## src/cit_pkg.sv

```systemverilog
// Constants shared by the conditional-instruction trace packet encoder
package cit_pkg;

	// ==========================================================
	// Packet encodings
	localparam int        KEY_W        = 14;
	localparam int        KEY_LO_BITS  = 7;
	localparam logic [7:0] HDR_SINGLE  = 8'h6C;
	localparam logic [7:0] HDR_RUN     = 8'h6D;
	localparam logic [7:0] HDR_COMPACT = 8'h40;
	localparam logic [7:0] HDR_FLUSH   = 8'h43;
	localparam int        CONT_BIT     = 7;
	localparam int        SHOULD_BE_ZERO_BIT = 7;
	localparam int        FINAL_BIT    = 6;
	localparam logic [1:0] CODE_INC    = 2'h0;
	localparam logic [1:0] CODE_SAME   = 2'h1;
	localparam logic [1:0] CODE_TWO    = 2'h2;
	localparam logic [1:0] CODE_FLUSH  = 2'h3;

	// ==========================================================
	// Request kinds
	localparam logic [1:0] KIND_SINGLE  = 2'h0;
	localparam logic [1:0] KIND_COMPACT = 2'h1;
	localparam logic [1:0] KIND_RUN     = 2'h2;
	localparam logic [1:0] KIND_FLUSH   = 2'h3;

	// ==========================================================
	// Register map and reset values
	localparam logic [7:0] ADR_CTRL    = 8'h00;
	localparam logic [7:0] ADR_NKEYS   = 8'h04;
	localparam logic [7:0] ADR_IKEYS   = 8'h08;
	localparam logic [7:0] ADR_STATUS  = 8'h0C;
	localparam logic [7:0] ADR_DROPS   = 8'h10;
	localparam logic [KEY_W-1:0] RST_NKEYS     = 14'h0020;
	localparam logic [KEY_W-1:0] RST_IKEYS     = 14'h0020;
	localparam logic [KEY_W-1:0] ONE_BYTE_KEYS = 14'h0080;
	localparam int        STAT_VALID_BIT = 16;
	localparam int        STAT_STEP_BIT  = 17;

endpackage

```

## src/cit_key_step.sv

```systemverilog
// Wrapping key increment and special-key classification
`timescale 1ns/100ps
module cit_key_step (
	input  wire logic [cit_pkg::KEY_W-1:0] key_in,     // Current key
	input  wire logic [cit_pkg::KEY_W-1:0] nkeys_in,   // Normal-key count
	output logic      [cit_pkg::KEY_W-1:0] next_out,   // Key plus one, wrapped
	output logic                           special_out // Key is special
);

	logic [cit_pkg::KEY_W:0] sum;

	assign sum = {1'b0, key_in} + {{cit_pkg::KEY_W{1'b0}}, 1'b1};
	// Any result at or past the normal range restarts at zero
	assign next_out = (sum >= {1'b0, nkeys_in}) ? '0
		: sum[cit_pkg::KEY_W-1:0];
	assign special_out = (key_in >= nkeys_in);

endmodule // cit_key_step

```

## src/cit_encoder.sv

```systemverilog
// Conditional-instruction trace packet encoder with Wishbone registers
//
// Decided for this implementation: the register addresses and the Wishbone register port.
`timescale 1ns/100ps
module cit_encoder (
	input  wire logic                      ref_clk_in,     // 10 MHz clock
	input  wire logic                      rst_in,         // Async reset
	input  wire logic                      wb_cyc_in,      // Bus cycle
	input  wire logic                      wb_stb_in,      // Bus strobe
	input  wire logic                      wb_we_in,       // Write enable
	input  wire logic [7:0]                wb_adr_in,      // Byte address
	input  wire logic [3:0]                wb_sel_in,      // Byte lanes
	input  wire logic [31:0]               wb_dat_in,      // Write data
	output logic      [31:0]               wb_dat_out,     // Read data
	output logic                           wb_ack_out,     // Acknowledge
	input  wire logic                      req_valid_in,   // Element request
	input  wire logic [1:0]                req_kind_in,    // Request kind
	input  wire logic [cit_pkg::KEY_W-1:0] req_key_in,     // Explicit key
	input  wire logic [1:0]                element_count_code_in, // Compact
	input  wire logic [5:0]                req_count_in,   // Run count
	input  wire logic                      req_final_in,   // Repeat flag
	output logic                           req_ready_out,  // Request taken
	output logic      [7:0]                byte_out,       // Stream byte
	output logic                           byte_valid_out, // Byte present
	input  wire logic                      byte_ready_in   // Sink takes byte
);

	// ==========================================================
	// Registers and internal state
	logic                      enable_q;
	logic [cit_pkg::KEY_W-1:0] nkeys_q;
	logic [cit_pkg::KEY_W-1:0] implemented_key_count_q;
	logic [15:0]               drops_q;
	logic [cit_pkg::KEY_W-1:0] last_key_q;
	logic [5:0]                steps_q;
	logic [7:0]                pay_q [0:1];
	logic [1:0]                left_q;
	logic                      idx_q;
	logic                      ack_q;
	logic [31:0]               dat_q;
	logic                      ready_q;
	logic [7:0]                byte_q;
	logic                      valid_q;

	logic                      accept;
	logic                      reserved;
	logic                      wide_keys;
	logic [7:0]                hdr_d;
	logic [7:0]                p0_d;
	logic [7:0]                p1_d;
	logic [1:0]                n_d;
	logic [cit_pkg::KEY_W-1:0] key_next;
	logic                      key_special;
	logic                      req_special;
	logic                      bus_req;
	logic                      bus_wr;

	assign accept   = ready_q & req_valid_in;
	assign reserved = (req_kind_in == cit_pkg::KIND_RUN)
		&& (req_count_in == 6'h00) && !req_final_in;
	assign wide_keys = (implemented_key_count_q > cit_pkg::ONE_BYTE_KEYS);
	assign req_special = (req_key_in >= nkeys_q);
	assign bus_req  = wb_cyc_in & wb_stb_in;
	assign bus_wr   = bus_req & wb_we_in & ack_q;

	cit_key_step u_step (
		.key_in      (last_key_q),
		.nkeys_in    (nkeys_q),
		.next_out    (key_next),
		.special_out (key_special)
	);

	// ==========================================================
	// Packet assembly
	always_comb begin
		hdr_d = cit_pkg::HDR_FLUSH;
		p0_d  = 8'h00;
		p1_d  = 8'h00;
		n_d   = 2'h0;
		case (req_kind_in)
			cit_pkg::KIND_SINGLE: begin
				hdr_d = cit_pkg::HDR_SINGLE;
				// Upper key byte only when the key space needs it
				p0_d  = {wide_keys,
					req_key_in[cit_pkg::KEY_LO_BITS-1:0]};
				p1_d  = {1'b0, req_key_in[cit_pkg::KEY_W-1:cit_pkg::KEY_LO_BITS]};
				n_d   = wide_keys ? 2'h2 : 2'h1;
			end
			cit_pkg::KIND_COMPACT: begin
				hdr_d = cit_pkg::HDR_COMPACT
					| {6'h00, element_count_code_in};
			end
			cit_pkg::KIND_RUN: begin
				hdr_d = cit_pkg::HDR_RUN;
				p0_d  = {1'b0, req_final_in, req_count_in};
				n_d   = 2'h1;
			end
			cit_pkg::KIND_FLUSH: begin
				hdr_d = cit_pkg::HDR_FLUSH;
			end
			default: begin
				hdr_d = cit_pkg::HDR_FLUSH;
			end
		endcase
	end

	// ==========================================================
	// Byte stream output
	always_ff @(posedge ref_clk_in or posedge rst_in) begin
		if (rst_in) begin
			byte_q   <= 8'h00;
			valid_q  <= 1'b0;
			pay_q[0] <= 8'h00;
			pay_q[1] <= 8'h00;
			left_q   <= 2'h0;
			idx_q    <= 1'b0;
		end else if (accept && !reserved) begin
			byte_q   <= hdr_d;
			valid_q  <= 1'b1;
			pay_q[0] <= p0_d;
			pay_q[1] <= p1_d;
			left_q   <= n_d;
			idx_q    <= 1'b0;
		end else if (valid_q && byte_ready_in) begin
			if (left_q != 2'h0) begin
				byte_q <= pay_q[idx_q];
				idx_q  <= 1'b1;
				left_q <= left_q - 2'h1;
			end else begin
				valid_q <= 1'b0;
			end
		end
	end

	// ==========================================================
	// Running last key, mirroring the analyzer
	always_ff @(posedge ref_clk_in or posedge rst_in) begin
		if (rst_in) begin
			last_key_q <= '0;
			steps_q    <= 6'h00;
		end else if (accept && !reserved) begin
			case (req_kind_in)
				cit_pkg::KIND_SINGLE: begin
					last_key_q <= req_special ? key_next : req_key_in;
				end
				cit_pkg::KIND_COMPACT: begin
					if (element_count_code_in == cit_pkg::CODE_INC
						|| element_count_code_in == cit_pkg::CODE_TWO) begin
						last_key_q <= key_next;
					end
				end
				cit_pkg::KIND_RUN: begin
					steps_q <= req_count_in;
				end
				default: begin
					last_key_q <= last_key_q;
				end
			endcase
		end else if (steps_q != 6'h00) begin
			// One increment per cycle keeps the wrap logic small
			last_key_q <= key_next;
			steps_q    <= steps_q - 6'h01;
		end
	end

	// ==========================================================
	// Request handshake
	always_ff @(posedge ref_clk_in or posedge rst_in) begin
		if (rst_in) begin
			ready_q <= 1'b0;
		end else begin
			ready_q <= enable_q && !accept && !valid_q && (steps_q == 6'h00);
		end
	end

	// ==========================================================
	// Wishbone slave
	always_ff @(posedge ref_clk_in or posedge rst_in) begin
		if (rst_in) begin
			ack_q <= 1'b0;
			dat_q <= 32'h00000000;
		end else begin
			ack_q <= bus_req & ~ack_q;
			if (bus_req && !ack_q) begin
				case (wb_adr_in)
					cit_pkg::ADR_CTRL:   dat_q <= {31'h0, enable_q};
					cit_pkg::ADR_NKEYS:  dat_q <= {18'h0, nkeys_q};
					cit_pkg::ADR_IKEYS:  dat_q <= {18'h0, implemented_key_count_q};
					cit_pkg::ADR_STATUS: begin
						dat_q <= {14'h0, (steps_q != 6'h00), valid_q, 2'h0, last_key_q};
					end
					cit_pkg::ADR_DROPS:  dat_q <= {16'h0, drops_q};
					default:             dat_q <= 32'h00000000;
				endcase
			end
		end
	end

	always_ff @(posedge ref_clk_in or posedge rst_in) begin
		if (rst_in) begin
			enable_q                <= 1'b0;
			nkeys_q                 <= cit_pkg::RST_NKEYS;
			implemented_key_count_q <= cit_pkg::RST_IKEYS;
		end else if (bus_wr) begin
			if (wb_adr_in == cit_pkg::ADR_CTRL && wb_sel_in[0]) begin
				enable_q <= wb_dat_in[0];
			end
			if (wb_adr_in == cit_pkg::ADR_NKEYS) begin
				if (wb_sel_in[0]) nkeys_q[7:0] <= wb_dat_in[7:0];
				if (wb_sel_in[1]) nkeys_q[13:8] <= wb_dat_in[13:8];
			end
			if (wb_adr_in == cit_pkg::ADR_IKEYS) begin
				if (wb_sel_in[0]) implemented_key_count_q[7:0] <= wb_dat_in[7:0];
				if (wb_sel_in[1]) begin
					implemented_key_count_q[13:8] <= wb_dat_in[13:8];
				end
			end
		end
	end

	// Dropped reserved run requests; a drop in the same cycle as a clearing write leaves the count at one
	always_ff @(posedge ref_clk_in or posedge rst_in) begin
		if (rst_in) begin
			drops_q <= 16'h0000;
		end else if (accept && reserved) begin
			drops_q <= (bus_wr && wb_adr_in == cit_pkg::ADR_DROPS)
				? 16'h0001 : drops_q + 16'h0001;
		end else if (bus_wr && wb_adr_in == cit_pkg::ADR_DROPS) begin
			drops_q <= 16'h0000;
		end
	end

	assign wb_dat_out     = dat_q;
	assign wb_ack_out     = ack_q;
	assign req_ready_out  = ready_q;
	assign byte_out       = byte_q;
	assign byte_valid_out = valid_q;

	// ==========================================================
	// Assertions
	flush_header_a: assert property (@(posedge ref_clk_in) disable iff (rst_in)
		accept && req_kind_in == cit_pkg::KIND_FLUSH
		|=> valid_q && byte_q == 8'h43 && left_q == 2'h0)
		else $error("flush packet header wrong");

	code_flush_a: assert property (@(posedge ref_clk_in) disable iff (rst_in)
		accept && req_kind_in == cit_pkg::KIND_COMPACT
		&& element_count_code_in == 2'h3 |=> byte_q == 8'h43 && $stable(last_key_q))
		else $error("all-ones code not sent as flush");

	reserved_drop_a: assert property (@(posedge ref_clk_in) disable iff (rst_in)
		accept && reserved && !valid_q |=> !valid_q ##1 !valid_q)
		else $error("reserved run payload was sent");

	run_packet_a: assert property (@(posedge ref_clk_in) disable iff (rst_in)
		accept && req_kind_in == cit_pkg::KIND_RUN && !reserved
		|=> byte_q == 8'h6D && left_q == 2'h1
		&& pay_q[0][7] == 1'b0 && pay_q[0][5:0] == $past(req_count_in)
		&& pay_q[0][6] == $past(req_final_in))
		else $error("run packet layout wrong");

	key_bytes_a: assert property (@(posedge ref_clk_in) disable iff (rst_in)
		accept && req_kind_in == cit_pkg::KIND_SINGLE
		|=> byte_q == 8'h6C && pay_q[0][7] == (left_q == 2'h2)
		&& left_q == (implemented_key_count_q > 14'h0080 ? 2'h2 : 2'h1))
		else $error("key byte count or continuation wrong");

	code_inc_a: assert property (@(posedge ref_clk_in) disable iff (rst_in)
		accept && req_kind_in == cit_pkg::KIND_COMPACT
		&& element_count_code_in == 2'h0 && last_key_q < nkeys_q
		|=> last_key_q == (($past(last_key_q) + 14'h0001 == nkeys_q)
		? 14'h0000 : $past(last_key_q) + 14'h0001))
		else $error("compact increment key wrong");

	code_same_a: assert property (@(posedge ref_clk_in) disable iff (rst_in)
		accept && req_kind_in == cit_pkg::KIND_COMPACT
		&& element_count_code_in == 2'h1
		|=> $stable(last_key_q) && byte_q == 8'h41)
		else $error("compact reuse changed key");

	run_steps_a: assert property (@(posedge ref_clk_in) disable iff (rst_in)
		accept && req_kind_in == cit_pkg::KIND_RUN && req_count_in == 6'h02
		|=> steps_q == 6'h02 ##1 steps_q == 6'h01 ##1 steps_q == 6'h00)
		else $error("run key stepping wrong");

	bus_ack_a: assert property (@(posedge ref_clk_in) disable iff (rst_in)
		ack_q |=> !ack_q)
		else $error("ack held longer than one cycle");

endmodule // cit_encoder

```

## config.mk

```make
export PLATFORM = sky130hd
export DESIGN_NAME = cit_encoder
export DESIGN_NICKNAME = d
export VERILOG_FILES = /design/src/cit_pkg.sv /design/src/cit_key_step.sv /design/src/cit_encoder.sv
export SDC_FILE = /design/constraint.sdc
export NUM_CORES = 1
export LEC_CHECK = 0
export BUFFER_PORTS_ARGS = -buffer_cell sky130_fd_sc_hd__buf_2
export CAP_MARGIN = 25
export CORE_MARGIN = 2
export CORE_UTILIZATION = 45
export CTS_CLUSTER_DIAMETER = 100
export DETAILED_ROUTE_END_ITERATION = 16
export GPL_ROUTABILITY_DRIVEN = 0
export PLACE_DENSITY = 0.76
export SETUP_SLACK_MARGIN = 0.05
export SLEW_MARGIN = 20
export SYNTH_ARGS = -nofsm -noshare
export SYNTH_HDL_FRONTEND = slang
export SYNTH_SLANG_ARGS = --single-unit
```

## constraint.sdc

```tcl
create_clock -name ref_clk_in -period 5.82 [get_ports ref_clk_in]
set_input_delay 0 -clock ref_clk_in [delete_from_list [all_inputs] [get_ports ref_clk_in]]
set_output_delay 0 -clock ref_clk_in [all_outputs]
set_load 0.05 [all_outputs]
```

---- Word level (Yosys, flattened, before mapping) ----
Index checks and enable logic that the tools add are counted.
word-level totals
  register bits ........................... 127
  input bits .............................. 76
  word-level logic and storage cells ...... 114
  output and inout port bits .............. 43
operators by class
  add/subtract/negate cells ............... 4
  bitwise operators ....................... 7
  muxes and demuxes ....................... 33
  reduce and logical (&&, ||, !) cells .... 37
  order comparisons ....................... 4
  equal/unequal tests ..................... 12
operators by type and width
  operator                                                                count
  18-bit one-hot mux with 5 select lines                                  1
  14-bit two-way mux                                                      5
  16-bit two-way mux                                                      3
  8-bit two-way mux                                                       6
  8-bit one-hot mux with 4 select lines                                   1
  14-bit one-hot mux with 2 select lines                                  1
  6-bit two-way mux                                                       3
  16-bit by 1-bit adder with 16-bit output (second input constant)        1
  8-bit by 4-bit equality test with 1-bit output (second input constant)  2
  8-bit one-hot mux with 2 select lines                                   1
  14-bit by 1-bit adder with 15-bit output (second input constant)        1
  15-bit by 14-bit greater-or-equal comparator with 1-bit output          1
  3-bit AND reduction                                                     5
  14-bit greater-or-equal comparator                                      1
  14-bit by 8-bit > comparator with 1-bit output (second input constant)  1
  6-bit logical NOT                                                       2
  1-bit logical AND                                                       11
  2-bit nonzero test                                                      5
  8-bit by 3-bit equality test with 1-bit output (second input constant)  1
  8-bit by 5-bit equality test with 1-bit output (second input constant)  1
  8-bit logical NOT                                                       1
  2-bit two-way mux                                                       4
  2-bit AND reduction                                                     4
  7-bit two-way mux                                                       1
  17 further kinds                                                        34

---- Depth between registers and ports, before layout ----
  depth in word-level cells ............... 7
  mapped depth ............................ 13
  gate-level depth less buffers ........... 12

---- Hierarchy ----
From an unflattened synthesis, not the netlist that was laid out.
unflattened totals
  cell total of the unflattened synthesis .. 742
  area, all modules ....................... 6989.2 um2
by module, submodules not included
  module        cells an instance  area each (um2)  seq. area each (um2)  times used
  cit_encoder   612                5967.0           2805.2                1
  cit_key_step  130                1022.2           0.0                   1

---- Least setup slack after synthesis ----
OpenSTA, ideal clock, no wires.
  path type ............................... register -> register
  from .................................... reg last_key_q[0] (netlist bit)
  to ...................................... reg last_key_q[8] (netlist bit)
  arrival ................................. 2691 ps
  library setup time ...................... 87 ps
  slack ................................... 3042 ps
  clock period less this slack ............ 2778 ps
  stages on the path, launching flop included .. 14
  buffers on the path ..................... 1
  data required time ...................... 5733 ps
  cells stage by stage .................... dfrtp_1 -> ha_1 -> nand4_1 -> nor2_1 -> and3_1 -> xor2_1 -> ha_1 -> a21oi_1 -> o21a_1 -> o21ai_1 -> a211oi_1 -> buf_2 -> o2111ai_1 -> o211ai_1
on the way
  word-level cells in the longest chain between the ends .. 6
  elaborated cells between the ends (all ways) .. 8
  those cells by class .................... add/sub (1); order compare (1); mux (6)
RTL lines
  item                                                            line                                    source
  start: declaration                                              cit_encoder.sv:34                       logic [cit_pkg::KEY_W-1:0] last_key_q;
  start signal: assignment                                        cit_encoder.sv:144                      last_key_q <= req_special ? key_next : req_key_in;
  start signal: assignment                                        cit_encoder.sv:149                      last_key_q <= key_next;
  start signal: assignment                                        cit_encoder.sv:156                      last_key_q <= last_key_q;
  14-bit by 1-bit adder with 15-bit output *                      cit_key_step.sv:12                      assign sum = {1'b0, key_in} + {{cit_pkg::KEY_W{1'b0}}, 1'b1};
  15-bit by 14-bit greater-or-equal comparator with 1-bit output  cit_key_step.sv:14                      assign next_out = (sum >= {1'b0, nkeys_in}) ? '0
  14-bit two-way mux *                                            cit_key_step.sv:14
  14-bit two-way mux, on equally long branches                    cit_encoder.sv:147, cit_encoder.sv:144
  14-bit one-hot mux with 2 select lines                          cit_encoder.sv:142                      case (req_kind_in)
  14-bit two-way mux *                                            cit_encoder.sv:141                      end else if (accept && !reserved) begin
Mark *: on every way between the ends. The rest lies on a longest branch, timed or not. The select of a mux whose other input is x is not followed.
A chain may end at the register's enable or synchronous reset.

---- Final worst setup path ----
  from .................................... reg last_key_q[0] (netlist bit)
  to ...................................... reg last_key_q[13] (netlist bit)
The elaborated chain is that of the path after synthesis.

==> flow_summary_export.csv <==
group,metric,value,unit
route,ant_nets,0,
worst_setup_path,end_kind,"flip-flop",
route,num_vias,5520,
synthesis,synth_ff_type,"dfrtp_1",
timing,fin_tns_setup,0,ns
clocking,htree_levels,3,
floorplanning,placementRows,44,
finish,drive_gt1_share,17.5,%
route,drcViolationCount,0,
synthesis,ys_ff_latch,112,
place,io_buffers,84,
outcome,status,"finished, final reports clean",
timing,period_needed,3.53,ns
synthesis,synthCells,680,
clocking,cts_max_path_buffers,2,
timing,fmax,0.283,GHz
finish,antenna_cells,0,
worst_setup_path,cp.arrival,3.83,ns
worst_setup_path,required,6.12,ns
floorplanning,initial_utilization,45.9,%
worst_setup_path,path_class,"flip-flop to flip-flop",
timing,rsz0062_at_grt,"no",
route,drt_pass1_iterations,8,
place,dp.final_hpwl,12000,um
grt,grt_use_total,21.6,%
clocking,cts_tree,"yes",
route,wl_per_cell,17.2,um
clocking,clk_pin_slew_worst_paths,0.08,ns
power_and_ir_drop,p_leak,3.73,nW
job,cap_violations,0,
synthesis,synth_commonest_cells,"dfrtp_1, nand2_1, nor2_1",
synthesis,syn-cell-area,0.00662,mm2
grt,grt_pass1_vias,5277,
clocking,cts.sink_count,112,
worst_hold_path,hp-class,"input pin to flip-flop",
floorplanning,fp.dieH,125,um
route,wl,16600,um
synthesis,synth.largest_area_cell,"dfrtp_1",
synthesis,post-synth-top-count-cell,"dfrtp_1",
grt,grt.overflow.total,0,
grt,grt_max_degree,80,
timing,post-route-period-util,60.7,%
timing,finalHoldViolations,0,
finish,syn_to_final_growth,16.8,%
worst_setup_path,cp_max_fo,14,
clocking,clk-insertion-delay-late,0.37,ns
timing,slew_headroom,30.4,%
worst_setup_path,cp-start-kind,"flip-flop",
route,drt_iter0_drc,474,
synthesis,ys_seq_area_share,42.4,%
synthesis,synth_top_area_share,41.6,%
clocking,cts-root-buf,"clkbuf_16",
synthesis,synth_area_leaders,"dfrtp_1, ha_1, nand2_1",
timing,slew_violations,0,
power_and_ir_drop,power.density,242,mW/mm2
finish,fillCellCount,1322,
floorplanning,die_x,125,um
route,routed_via_density,5.72,
timing,skew,0.00834,ns
floorplanning,dieArea,0.0157,mm2
finish,final_nets,885,
synthesis,ys.warnings.count,0,
place,place_inst,914,
synthesis,ys_types,66,
synthesis,synth_edf_count,0,
grt,antenna_found_initial,0,
synthesis,async_flop_share,100,%
floorplanning,io_pins,119,
synthesis,synth.avg_cell_area,9.73,um2
grt,grt_pass1_wl,27100,um
floorplanning,core,0.0144,mm2
power_and_ir_drop,ir_drop,155,uV
clocking,cts_buffers,9,
finish,layout.cells.non_filler,965,
timing,setup_violations,0,
timing,worst_pin_slew,1.04,ns
flip-flops by register name (all words and copies together), names as in the netlist:
register and flops:
enable_q 1, nkeys_q 14, left_q 2, byte_valid_out 1, byte_out 8, implemented_key_count_q 14, pay_q 15, last_key_q 14
steps_q 6, wb_dat_out 18, req_ready_out 1, idx_q 1, wb_ack_out 1, drops_q 16
layout by cell type, fill, tap and decap left out, types with 7 or more instances in the layout:
cell           count
a21oi_1           35
a222oi_1          14
a22o_1            13
and3_1             9
buf_2             84
clkbuf_16          9
conb_1            14
dfrtp_1          110
dlygate4sd3_1     34
ha_1              33
inv_1             26
mux2_1            19
mux2_4             8
mux2i_1           16
nand2_1           76
nand3_1           36
nand4_1           14
nor2_1            45
nor2b_1            7
nor3_1            10
o21ai_0           14
o21ai_1           19
o31ai_1            8
xnor2_1            8
xor2_1            16
metrics by stage:
stage	total power, mW	hold WS, ns	setup slack, ns	area [um2]	util (%)
finish	1.87	0.00380	2.29	7730	53.6
global route	1.95	0.0213	2.09	7730	53.6
CTS	1.87	0.0132	2.33	7710	53.5
detailed placement	1.19	0.0429	2.36	7060	49.0
global placement	1.18	0.0412	2.39	7060	49.0
floorplan	1.10	0.132	2.86	6670	-
critical path, cell delays in order (launching register included):
cell and delay [ns]:
dfrtp_1 0.46, ha_1 0.29, nand4_1 0.21, nor2_1 0.24
and3_1 0.21, xor2_1 0.20, ha_1 0.27, a21oi_1 0.15
o21a_1 0.13, o21ai_1 0.07, a211oi_2 0.79, and4_1 0.29
o22a_1 0.14
layer usage:
metal | vias up | wire [um] | global-route usage, %
li1 | 2635 | - | -
met1 | 2672 | 7340 | 29.2
met2 | 198 | 7950 | 35.1
met3 | 15 | 1070 | 4.88
met4 | 0 | 223 | 5.88
met5 | - | 0 | 0
final timing paths:
kind / to / slack, ns / cells past startpoint / start
setup / recovery: last_key_q[13] / 2.29 / 12 / last_key_q[0]
hold / removal: steps_q[1] / 0.004 / 3 / req_count_in[1]
setup reg to reg: last_key_q[13] / 2.29 / 12 / last_key_q[0]
hold reg to reg: pay_q[3] / 0.47 / 2 / pay_q[3]
max in group asynchronous: last_key_q[5] / 4.56 / 4 / rst_in
min in group asynchronous: steps_q[2] / 0.19 / 3 / rst_in
kinds of logic (layout without fill, tap and decap cells):
group                      count (synthesis)  in the layout  synth area share [%]
and+or+nand+nor                          239            239                  18.8
AOI/OAI and AO/OA                        146            146                  15.2
DFF                                      112            112                  42.4
buffers and inverters                     79            167                  6.05
muxes                                     46             46                  8.02
adders and majority gates                 33             33                  6.24
xor gates and xnor gates                  24             24                  3.18
other                                      1             14                0.0567
power by group:
group / total, mW / switching (mW) / internal (mW) / leakage, nW
Combinational: 0.352 / 0.222 / 0.130 / 2.05
Sequential: 0.851 / 0.0392 / 0.812 / 1.54
Clock: 0.665 / 0.312 / 0.353 / 0.153
Total: 1.87 / 0.572 / 1.30 / 3.73
what timing repair did:
action	4_1_cts	5_1_grt
endpoints found under the hold margin	83	0
hold buffers	34	0
resized for setup	0	0
buffers inserted	0	0
cell type report:
cell class	instances	area, um2	share of cell area, %
inverters	27	104	1.34
clock buffers	10	239	3.09
flip-flops and latches	112	2810	36.3
well taps	184	230	2.98
repair buffers	124	810	10.5
multi-input cells	502	3460	44.8
clock inverters	6	73.8	0.955
Note: power is estimated with default switching activity, not from simulation.
